File: config.mk
export PLATFORM = sky130hd
export DESIGN_NAME = fsp_host
export DESIGN_NICKNAME = d
export VERILOG_FILES = /design/src/logic/fsp_pkg.sv /design/src/logic/fsp_sync.sv /design/src/logic/fsp_host.sv
export SDC_FILE = /design/constraint.sdc
export NUM_CORES = 1
export LEC_CHECK = 0
export ABC_AREA = 1
export BUFFER_PORTS_ARGS = -buffer_cell sky130_fd_sc_hd__buf_2
export CORE_ASPECT_RATIO = 0.6
export CORE_MARGIN = 2
export CORE_UTILIZATION = 56
export DETAILED_ROUTE_END_ITERATION = 7
export GPL_TIMING_DRIVEN = 1
export PLACE_DENSITY_LB_ADDON = 0.15
export SLEW_MARGIN = 15
export SYNTH_ARGS = -nofsm -noshare
export SYNTH_HDL_FRONTEND = slang
export SYNTH_SLANG_ARGS = --single-unit
export TNS_END_PERCENT = 30
File: constraint.sdc
create_clock -name i_sys_clk -period 2.7 [get_ports i_sys_clk]
set_clock_uncertainty 0.15 [all_clocks]
set_input_delay 0 -clock i_sys_clk [delete_from_list [all_inputs] [get_ports i_sys_clk]]
set_output_delay 0 -clock i_sys_clk [all_outputs]
set_load 0.02 [all_outputs]
File: src/logic/fsp_pkg.sv
// Purpose: Shared constants and types for the flash sector protect host controller
// Assumes: 40 MHz system clock; the flash is driven through its control and address pins
// Notes:   High-voltage select is a pin-level request to an external 12 V switch
package fsp_pkg;

	localparam int unsigned CLK_HZ         = 40_000_000;
	// Protect pulse width, least 100 ns, typical 10 us
	localparam int unsigned PROT_PULSE_NS  = 10_000;
	// Chip unprotect pulse width, least 100 ns, typical 12 ms
	localparam int unsigned UNPROT_PULSE_NS = 12_000_000;
	// Setup and hold around write-enable, least 100 ns
	localparam int unsigned SETUP_NS       = 100;
	// Read access time, longest 90 ns
	localparam int unsigned ACCESS_NS      = 90;
	localparam int unsigned PROT_PULSE_CYC   = (PROT_PULSE_NS * 40 + 999) / 1000;
	localparam int unsigned UNPROT_PULSE_CYC = (UNPROT_PULSE_NS / 1000) * (CLK_HZ / 1_000_000);
	localparam int unsigned SETUP_CYC      = (SETUP_NS * 40 + 999) / 1000;
	localparam int unsigned ACCESS_CYC     = (ACCESS_NS * 40 + 999) / 1000 + 3;

	localparam int unsigned ADDR_W         = 19;
	localparam int unsigned ADDR_BIT_ZERO  = 0;
	localparam int unsigned ADDR_BIT_ONE   = 1;
	localparam int unsigned ADDR_BIT_SIX   = 6;
	localparam int unsigned DATA_OUT_BIT_ZERO = 0;
	localparam logic [7:0]  UNPROT_CODE    = 8'h00;

	typedef enum logic [1:0]
	{
		FSP_CMD_PROTECT,
		FSP_CMD_VERIFY,
		FSP_CMD_UNPROTECT
	} fsp_cmd_t;

	// Pin drive set toward the flash
	typedef struct packed
	{
		logic              ce_n;
		logic              oe_n;
		logic              we_n;
		logic              hv_address_line_nine;
		logic              hv_oe;
		logic [ADDR_W-1:0] addr;
	} fsp_pins_t;

	// Result returned to the user
	typedef struct packed
	{
		logic       is_protected;
		logic       bad_code;
		logic [7:0] raw;
	} fsp_result_t;

endpackage : fsp_pkg

File: src/logic/fsp_sync.sv
// Purpose: Two-flop synchroniser for a bus of pin inputs
// Assumes: Inputs are asynchronous to i_sys_clk
// Notes:   First stage is read by the second stage only
`timescale 1ns/1ps
module fsp_sync #(
	parameter int unsigned W = 8
) (
	// Clock and reset
	input  wire logic         i_sys_clk,
	input  wire logic         i_rst_n,
	// Data
	input  wire logic [W-1:0] i_async,
	output logic      [W-1:0] o_sync
);

	logic [W-1:0] meta_r;

	always_ff @(posedge i_sys_clk)
	begin
		if (!i_rst_n)
		begin
			meta_r <= '0;
			o_sync <= '0;
		end
		else
		begin
			meta_r <= i_async;
			o_sync <= meta_r;
		end
	end

endmodule : fsp_sync

File: src/logic/fsp_host.sv
// Purpose: Host controller running protect, verify and chip unprotect on a flash
// Assumes: External switches raise the flash pins to the high-voltage level on request
// Notes:   One command at a time; o_busy stays high until o_done pulses
//
// Functional notes
// Flash refuses program and erase on protected sectors.
// Protect needs high voltage on address line nine and output-enable.
// Protect write lasts from write-enable fall to its rise.
// Verify: high voltage on line nine, chip and output enable low, write high.
// Verify with bit one high, bits zero and six low gives bit zero.
// Verify ignores other address bits; bit one low reads identifier codes.
// After identifier-read command, bit one high reads bit zero protection.
// Unprotect: high voltage on output-enable and line nine, chip low, bit six high.
// Unprotect clears from write-enable fall to rise; all marks then cleared.
// Identifier read of an unprotected sector returns all zeros.
// Protecting every sector first is recommended, not required.
// High voltage on reset pin lifts protection temporarily.
// Each sector keeps a nonvolatile mark changed only by these sequences.
`timescale 1ns/1ps
module fsp_host
	import fsp_pkg::*;
#(
	parameter int unsigned PROT_CYC   = PROT_PULSE_CYC,
	parameter int unsigned UNPROT_CYC = UNPROT_PULSE_CYC
) (
	// Clock and reset
	input  wire logic                   i_sys_clk,
	input  wire logic                   i_rst_n,
	// User command port
	input  wire logic                   i_start,
	input  wire fsp_pkg::fsp_cmd_t      i_cmd,
	input  wire logic [fsp_pkg::ADDR_W-1:0] i_sector_addr,
	output logic                        o_busy,
	output logic                        o_done,
	output fsp_pkg::fsp_result_t        o_result,
	// Flash pins
	output fsp_pkg::fsp_pins_t          o_pins,
	input  wire logic [7:0]             i_flash_dq
);
	import fsp_pkg::*;

	typedef enum
	{
		ST_IDLE,
		ST_SETUP,
		ST_PULSE,
		ST_HOLD,
		ST_READ,
		ST_DONE
	} fsp_state_t;

	localparam int unsigned CNT_W = 32;

	fsp_state_t        state_r;
	fsp_cmd_t          cmd_r;
	logic [CNT_W-1:0]  cnt_r;
	logic [7:0]        dq_sync;

	fsp_sync #(
		.W (8)
	) u_dq_sync (
		.i_sys_clk (i_sys_clk),
		.i_rst_n   (i_rst_n),
		.i_async   (i_flash_dq),
		.o_sync    (dq_sync)
	);

	// Sequencer and timing counter
	always_ff @(posedge i_sys_clk)
	begin
		if (!i_rst_n)
		begin
			state_r <= ST_IDLE;
			cmd_r   <= FSP_CMD_VERIFY;
			cnt_r   <= '0;
		end
		else
		begin
			case (state_r)
				ST_IDLE:
				begin
					if (i_start)
					begin
						cmd_r   <= i_cmd;
						cnt_r   <= CNT_W'(SETUP_CYC);
						state_r <= ST_SETUP;
					end
				end
				ST_SETUP:
				begin
					if (cnt_r > 1)
						cnt_r <= cnt_r - 1'b1;
					else if (cmd_r == FSP_CMD_VERIFY)
					begin
						cnt_r   <= CNT_W'(ACCESS_CYC);
						state_r <= ST_READ;
					end
					else
					begin
						cnt_r   <= (cmd_r == FSP_CMD_PROTECT) ? CNT_W'(PROT_CYC)
							: CNT_W'(UNPROT_CYC);
						state_r <= ST_PULSE;
					end
				end
				ST_PULSE:
				begin
					if (cnt_r > 1)
						cnt_r <= cnt_r - 1'b1;
					else
					begin
						cnt_r   <= CNT_W'(SETUP_CYC);
						state_r <= ST_HOLD;
					end
				end
				ST_HOLD:
				begin
					if (cnt_r > 1)
						cnt_r <= cnt_r - 1'b1;
					else
						state_r <= ST_DONE;
				end
				ST_READ:
				begin
					if (cnt_r > 1)
						cnt_r <= cnt_r - 1'b1;
					else
						state_r <= ST_DONE;
				end
				ST_DONE:
					state_r <= ST_IDLE;
				default:
					state_r <= ST_IDLE;
			endcase
		end
	end

	// Pin drive, all from flops
	always_ff @(posedge i_sys_clk)
	begin
		if (!i_rst_n)
		begin
			o_pins <= '{ce_n: 1'b1, oe_n: 1'b1, we_n: 1'b1, hv_address_line_nine: 1'b0,
				hv_oe: 1'b0, addr: '0};
		end
		else if (state_r == ST_IDLE && i_start)
		begin
			o_pins.ce_n                 <= 1'b0;
			o_pins.we_n                 <= 1'b1;
			o_pins.hv_address_line_nine <= 1'b1;
			o_pins.addr                 <= i_sector_addr;
			case (i_cmd)
				// protect levels
				FSP_CMD_PROTECT:
				begin
					o_pins.hv_oe <= 1'b1;
					o_pins.oe_n  <= 1'b1;
					// Bit six low, else a protect would clear every mark
					o_pins.addr[ADDR_BIT_SIX]   <= 1'b0;
				end
				// unprotect levels, bit six high
				// no forced protect-all pass; caller's choice
				FSP_CMD_UNPROTECT:
				begin
					o_pins.hv_oe                <= 1'b1;
					o_pins.oe_n                 <= 1'b1;
					o_pins.addr[ADDR_BIT_SIX]   <= 1'b1;
				end
				// verify levels: bit one high, bits zero and six low
				default:
				begin
					o_pins.hv_oe                <= 1'b0;
					o_pins.oe_n                 <= 1'b0;
					o_pins.addr[ADDR_BIT_ONE]   <= 1'b1;
					o_pins.addr[ADDR_BIT_ZERO]  <= 1'b0;
					o_pins.addr[ADDR_BIT_SIX]   <= 1'b0;
				end
			endcase
		end
		// write-enable low frames the mark write or clear
		else if (state_r == ST_SETUP && cnt_r <= 1 && cmd_r != FSP_CMD_VERIFY)
			o_pins.we_n <= 1'b0;
		else if (state_r == ST_PULSE && cnt_r <= 1)
			o_pins.we_n <= 1'b1;
		else if (state_r == ST_DONE)
		begin
			o_pins.ce_n                 <= 1'b1;
			o_pins.oe_n                 <= 1'b1;
			o_pins.we_n                 <= 1'b1;
			o_pins.hv_address_line_nine <= 1'b0;
			o_pins.hv_oe                <= 1'b0;
		end
	end

	// Status and result
	always_ff @(posedge i_sys_clk)
	begin
		if (!i_rst_n)
		begin
			o_busy   <= 1'b0;
			o_done   <= 1'b0;
			o_result <= '0;
		end
		else
		begin
			o_done <= (state_r == ST_DONE);
			if (state_r == ST_IDLE && i_start)
				o_busy <= 1'b1;
			else if (state_r == ST_DONE)
				o_busy <= 1'b0;
			// only 01h or 00h are legal answers
			if (state_r == ST_READ && cnt_r <= 1)
			begin
				o_result.raw          <= dq_sync;
				o_result.is_protected <= dq_sync[DATA_OUT_BIT_ZERO];
				o_result.bad_code     <= (dq_sync[7:1] != UNPROT_CODE[7:1]);
			end
		end
	end
endmodule : fsp_host

==> results of run 1 <==
## timing repair
item / 4_1_cts / 5_1_grt
setup endpoints to repair: 0 / 1
gates resized for setup: 0 / 1
endpoints found under the hold margin: 31 / 0
hold buffers: 29 / 0
## metal layers
layer	GRT usage [%]	vias to the layer above
li1	-	2195
met1	40.10	1990
met2	40.85	203
met3	10.15	20
met4	8.235	0
met5	0	-
## sequential cells by signal (all words and copies together) (netlist names)
name	flops
u_dq_sync.o_sync	8
o_pins	24
o_result	9
o_done	1
cmd_r	2
u_dq_sync.meta_r	8
state_r	3
o_busy	1
cnt_r	32
## cell usage in the layout (no fill, tap or decap), types with 2 or more instances in the layout
master	count
a21oi_1	23
a21oi_2	5
buf_2	66
buf_4	9
clkbuf_16	9
clkinvlp_4	3
dfxtp_1	88
dlygate4sd3_1	29
inv_1	78
inv_2	8
inv_6	2
nand2_1	149
nand2_2	5
nand2_4	2
nand3_1	38
nand3_2	2
nand4_1	9
nor2_1	107
nor2_2	11
nor2_4	2
nor3_1	8
nor3b_1	5
o211ai_1	3
o21ai_0	55
o21bai_1	2
xor2_1	4
## cell families after synthesis
kind of cell | after synthesis | share of synthesized area [%]
AND/OR/NAND/NOR | 342 | 35.10
buffers and inverters | 104 | 9.924
AO/OA/AOI/OAI | 94 | 12.15
flip-flops | 88 | 41.22
XOR/XNOR | 5 | 1.025
adder cells (fa/ha/maj) | 2 | 0.5854
## power breakdown
part	internal [mW]	total (mW)	switching [mW]	leakage (nW)
clock	0.629	1.17	0.543	0.128
combinational	1.48	4.64	3.16	1.79
sequential	1.61	1.84	0.224	0.721
## worst min-delay path, stage by stage
cell and delay [ns]:
buf_2 0.11, buf_4 0.31, nand2_1 0.14
## how the worst max path moves through the flow
stage | to | slack, ns | cells past startpoint
6_report | o_result[8]$_SDFFE_PN0P_ | 0.27 | 13
5_1_grt | o_result[8]$_SDFFE_PN0P_ | 0.04 | 13
4_1_cts | o_result[8]$_SDFFE_PN0P_ | 0.22 | 13
3_5_place_dp | o_result[8]$_SDFFE_PN0P_ | 0.26 | 13
3_3_place_gp | o_result[8]$_SDFFE_PN0P_ | 0.35 | 13
2_1_floorplan | cnt_r[17]$_SDFFE_PN0P_ | 0.82 | 12
## layout make-up
class | instances | area (sq um) | share of cell area [%]
timing repair buffer | 104 | 688.2 | 13.04
clock buffer | 9 | 225.2 | 4.267
tap | 104 | 130.1 | 2.466
inverter | 86 | 322.8 | 6.117
multi-input combinational | 443 | 2096 | 39.71
sequential | 88 | 1762 | 33.38
clock inverter | 7 | 53.80 | 1.019
## stage by stage
| stage | setup WS [ns] | std cells | hold WS (ns) |
|---|---|---|---|
| after floorplan | 0.8226 | 635 | -0.05237 |
| after global placement | 0.3533 | 796 | 0.03022 |
| after detailed placement | 0.2584 | 796 | 0.03645 |
| after CTS | 0.2249 | 841 | 0.08830 |
| after global routing | 0.03847 | 841 | 0.1424 |
| final | 0.2651 | 841 | 0.09456 |
==> flow_summary.yaml, run 1 <==
status:
  status: "completed"
logic_synthesis:
  synth_warnings: 0
  ys.flop_type: "dfxtp_1"
  synth_common_cells: "nand2_1 (149), nor2_1 (107), dfxtp_1 (88)"
  netlist_area_sq_um: 4274
  synth_edf_count: 0
  synth_top_area_share_pct: 41.22
  syn-num-nets: 669
  yosysUniqueCellTypes: 34
  async_flop_share_pct: 0
  synth.avg_cell_area_sq_um: 6.731
  post-synth-top-count-cell: "nand2_1"
  ys_ff_latch: 88
  synthCells: 635
  yosysSeqAreaShare_pct: 41.22
  yosysTopAreaCell: "dfxtp_1"
  synth.area.top_cells: "dfxtp_1 (41%), nand2_1 (13%), nor2_1 (9.4%)"
timing:
  rsz0062_at_grt: "no"
  hold_violations: 0
  min_period_ns: 2.435
  setup_viol: 0
  fmax_mhz: 410.7
  slew_headroom_pct: 47.25
  tightest_slew_ns: 0.7904
  period_share_pct: 90.18
  tns_ns: 0
  maxSlewViolCount: 0
drt:
  drtIter0Drc: 499
  wl_met2_um: 4672
  highest_layer: "met4"
  dr.pass1.iters: 6
  met1Wirelength_um: 5264
  wl_per_cell_um: 13.33
  via_per_inst: 5.241
  drc: 0
  route.antenna.remaining_nets: 0
  wl_met3_um: 1113
  drt-total-wl_um: 11210
  vias: 4408
clock_network:
  insertion_delay_ns: 0.35
  h-tree-depth: 3
  clock_sinks: 88
  cts_setup_buffers: 0
  ctsLongestPathBuffers: 2
  cts_tree: "yes"
  root_buffer: "clkbuf_16"
  clk_pin_slew_ns: 0.07
  cts-buffers-inserted: 9
worst_hold_path:
  whs_endpoint: "o_pins[22]$_SDFFE_PN1P_"
  min_delay_path_depth: 3
  worstHoldStart: "i_rst_n"
  hold_class: "input pin to flop"
final_layout:
  layout-area-overhead-vs-synth_pct: 23.48
  final_nets: 766
  final_util_pct: 72.03
  fillers: 600
  drive_above_1_share_pct: 17.91
  diodes: 0
  design_area_sq_um: 5278
place:
  io_buffers: 66
  place_area_sq_um: 4706
  dp_hpwl_um: 7829
  finalWeightedCongestion: 0.9260
grt:
  overflow: 0
  grt_pass1_wl_um: 18270
  antenna_found_initial: 0
  grt_max_degree: 64
  track_usage_pct: 28.35
  first_global_vias: 3985
floorplan:
  io_pins: 68
  coreArea_sq_um: 7327
  die-area_sq_um: 8370
  die_y_um: 71.67
  start_util_pct: 58.33
  rows: 24
  die_w_um: 116.8
power_and_ir_drop:
  p_leak_nw: 2.644
  power_mw: 7.654
  powerDensity_nw_per_um2: 1450
  vdd_drop_max_uv: 626.6
setup_path:
  critPathRequiredTime_ns: 2.83
  critical_path.max_stage_delay_ns: 0.34
  arrival_ns: 2.56
  cp_common_cell: "nand2_1"
  cp_max_fo: 10
  path_buf_inv: 4
  cpLargestDelayFamily: "simple AND/OR/NAND/NOR gates"
  slowest_stage: "dfxtp_1"
  timing.rr.start: "cnt_r[0]$_SDFFE_PN0P_"
  worstSetupStartpointType: "flop"
  crit_path_cell_trace: "inv_1, ha_2, nor2_2, nor2_2, nand2_1, nor2_1, nand2_1, buf_4, inv_1, nand2_1, inv_2, o21ai_0, a21oi_1"
  reg2reg_to: "o_result[8]$_SDFFE_PN0P_"
  path_class: "flop to flop"
  startpoint: "cnt_r[0]$_SDFFE_PN0P_"
  reg2reg_depth: 13
  regToRegSetupSlack_ns: 0.27
  end_kind: "flop"
flow_run:
  drv_cap: 0
Power figures use the tool's default switching activity.
==> run 2, diff against run 1 <==
--- a/config.mk
+++ b/config.mk
@@ -5,11 +5,12 @@
 export SDC_FILE = /design/constraint.sdc
 export NUM_CORES = 1
 export LEC_CHECK = 0
-export ABC_AREA = 1
 export BUFFER_PORTS_ARGS = -buffer_cell sky130_fd_sc_hd__buf_2
+export CELL_PAD_IN_SITES_DETAIL_PLACEMENT = 1
+export CELL_PAD_IN_SITES_GLOBAL_PLACEMENT = 1
 export CORE_ASPECT_RATIO = 0.6
 export CORE_MARGIN = 2
-export CORE_UTILIZATION = 56
+export CORE_UTILIZATION = 41
 export DETAILED_ROUTE_END_ITERATION = 7
 export GPL_TIMING_DRIVEN = 1
 export PLACE_DENSITY_LB_ADDON = 0.15
==> flow_summary.yaml, run 2 <==
status:
  status: "completed"
logic_synthesis:
  async_flop_share_pct: 0
  ys.flop_type: "dfxtp_1"
  yosysTopAreaCell: "dfxtp_1"
  yosysSeqAreaShare_pct: 44.90
  synth_top_area_share_pct: 44.90
  synth.avg_cell_area_sq_um: 8.511
  ys_ff_latch: 88
  synth_warnings: 0
  synth_common_cells: "dfxtp_1 (88), nand2_1 (63), a21oi_1 (49), nor2_1 (49), clkbuf_1 (22)"
  syn-num-nets: 495
  netlist_area_sq_um: 3924
  yosysUniqueCellTypes: 63
  synth.area.top_cells: "dfxtp_1 (45%), a21oi_1 (6.3%), nand2_1 (6.0%)"
  synthCells: 461
  post-synth-top-count-cell: "dfxtp_1"
  synth_edf_count: 0
final_layout:
  design_area_sq_um: 5260
  final_cells: 717
  reg_top3: "cnt_r: 32 flops, o_pins: 24 flops, o_result: 9 flops"
  largest_reg_flops: 32
  most-common-layout-cells: "dfxtp_1 (88), buf_2 (66), nand2_1 (63)"
  drive_above_1_share_pct: 26.58
  layout-area-overhead-vs-synth_pct: 34.06
  regMostFlops: "cnt_r"
  fillers: 1111
  final_common_cell: "dfxtp_1"
  final_nets: 616
  final_util_pct: 57.03
  diodes: 0
setup_path:
  worstSetupStartpointType: "flop"
  timing.rr.start: "cnt_r[17]$_SDFFE_PN0P_"
  path_buf_inv: 1
  critical_path.max_stage_delay_ns: 0.55
  slowest_stage: "or4_4"
  cp_max_fo: 4
  reg2reg_to: "state_r[0]$_SDFFE_PN0P_"
  cpLargestDelayFamily: "simple AND/OR/NAND/NOR gates"
  arrival_ns: 2.74
  crit_path_cell_trace: "or4_4, or4_4, nor3_4, buf_4, mux2i_2, o22a_1, nor2_1"
  reg2reg_depth: 7
  end_kind: "flop"
  regToRegSetupSlack_ns: 0.01
  cp_common_cell: "or4_4"
  critPathRequiredTime_ns: 2.75
  path_class: "flop to flop"
grt:
  grt_max_degree: 53
  antenna_found_initial: 0
  overflow: 0
  first_global_vias: 3907
  grt_pass1_wl_um: 20180
  track_usage_pct: 25.31
drt:
  wl_per_cell_um: 17.96
  drc: 0
  dr.pass1.iters: 4
  drtIter0Drc: 214
  drt-total-wl_um: 12880
  via_per_inst: 5.349
  route.antenna.remaining_nets: 0
  vias: 3835
clock_network:
  ctsLongestPathBuffers: 2
  root_buffer: "clkbuf_16"
  cts_tree: "yes"
  cts-buffers-inserted: 9
  clk_pin_slew_ns: 0.07
  insertion_delay_ns: 0.34
  h-tree-depth: 3
  clock_sinks: 88
place:
  dp.cells: 665
  place_area_sq_um: 4557
  io_buffers: 66
  dp_slack_ns: 0.01284
  finalWeightedCongestion: 0.8369
  dp_hpwl_um: 8494
timing:
  fmax_mhz: 372.2
  tightest_slew_ns: 0.7314
  slew_headroom_pct: 51.10
  rsz0062_at_grt: "yes"
  finalWorstSetupSlack_ns: 0.01335
  min_period_ns: 2.687
  holdWs_ns: 0.06262
  tns_ns: 0
  period_share_pct: 99.51
  maxSlewViolCount: 0
  setup_viol: 0
  hold_violations: 0
worst_hold_path:
  whs_endpoint: "state_r[0]$_SDFFE_PN0P_"
  worstHoldStart: "i_start"
  hold_class: "input pin to flop"
  min_delay_path_depth: 4
flow_run:
  drv_cap: 0
floorplan:
  start_util_pct: 42.55
  rows: 27
  coreArea_sq_um: 9223
  die_w_um: 130.3
  die_y_um: 79.78
  die-area_sq_um: 10390
  io_pins: 68
power_and_ir_drop:
  powerDensity_nw_per_um2: 1563
  power_mw: 8.222
  p_leak_nw: 2.184
  vdd_drop_max_uv: 614.4
==> run 2: layer usage <==
| metal | vias to the layer above | wire [um] | global-route usage [%] |
|---|---|---|---|
| met5 | - | 0 | 0 |
| met4 | 0 | 113 | 6.989 |
| met3 | 10 | 759 | 5.764 |
| met2 | 103 | 6048 | 40.89 |
| met1 | 1855 | 5958 | 34.11 |
| li1 | 1867 | - | - |
==> run 2: layout make-up <==
class                      count  area (sq um)  share of cell area (%)
tap                          130         162.7                   3.092
clock buffer                   9         225.2                   4.282
timing repair buffer         137         944.7                   17.96
clock inverter                 7         70.07                   1.332
inverter                       4         15.01                  0.2854
sequential                    88          1762                   33.49
multi-input combinational    342          2081                   39.56
==> run 2: tightest hold or removal path, delay by kind of cell <==
kind | cells | cell delay (ns)
buf+inv | 1 | 0.11
mux | 1 | 0.10
simple gates | 1 | 0.09
compound gates | 1 | 0.21
==> run 2: worst max path at each step <==
stage | from | endpoint | slack [ns] | cells after the start
finish | cnt_r[17]$_SDFFE_PN0P_ | state_r[0]$_SDFFE_PN0P_ | 0.01 | 7
global route | cnt_r[17]$_SDFFE_PN0P_ | cnt_r[7]$_SDFFE_PN0P_ | -0.07 | 7
detailed placement | cnt_r[0]$_SDFFE_PN0P_ | cnt_r[1]$_SDFFE_PN0P_ | 0.01 | 8
floorplan | cnt_r[16]$_SDFFE_PN0P_ | cnt_r[1]$_SDFFE_PN0P_ | 0.11 | 6
global placement | cnt_r[17]$_SDFFE_PN0P_ | cnt_r[1]$_SDFFE_PN0P_ | 0.07 | 5
CTS | cnt_r[0]$_SDFFE_PN0P_ | cnt_r[1]$_SDFFE_PN0P_ | 0.006 | 8
==> run 2: cells by family (layout without fill, tap and decap cells) <==
logic type,count (synthesis),count (layout),share of synthesized area (%)
flip-flops,88,88,44.90
AO/OA/AOI/OAI,94,94,15.15
multiplexers,12,12,3.093
buffers and inverters,31,157,3.508
XOR/XNOR,15,15,3.348
AND/OR/NAND/NOR,219,219,29.37
adder cells (fa/ha/maj),2,2,0.6377
==> run 2: timing repair <==
action,in CTS,in global routing
hold buffers,31,0
setup buffers,0,4
endpoints found under the hold margin,36,0
resized for setup,0,17
endpoints found under the setup margin,0,43
==> run 2: power breakdown <==
part / internal [mW] / switching (mW)
registers: 1.61 / 0.306
logic: 2.12 / 2.94
clock network: 0.655 / 0.587
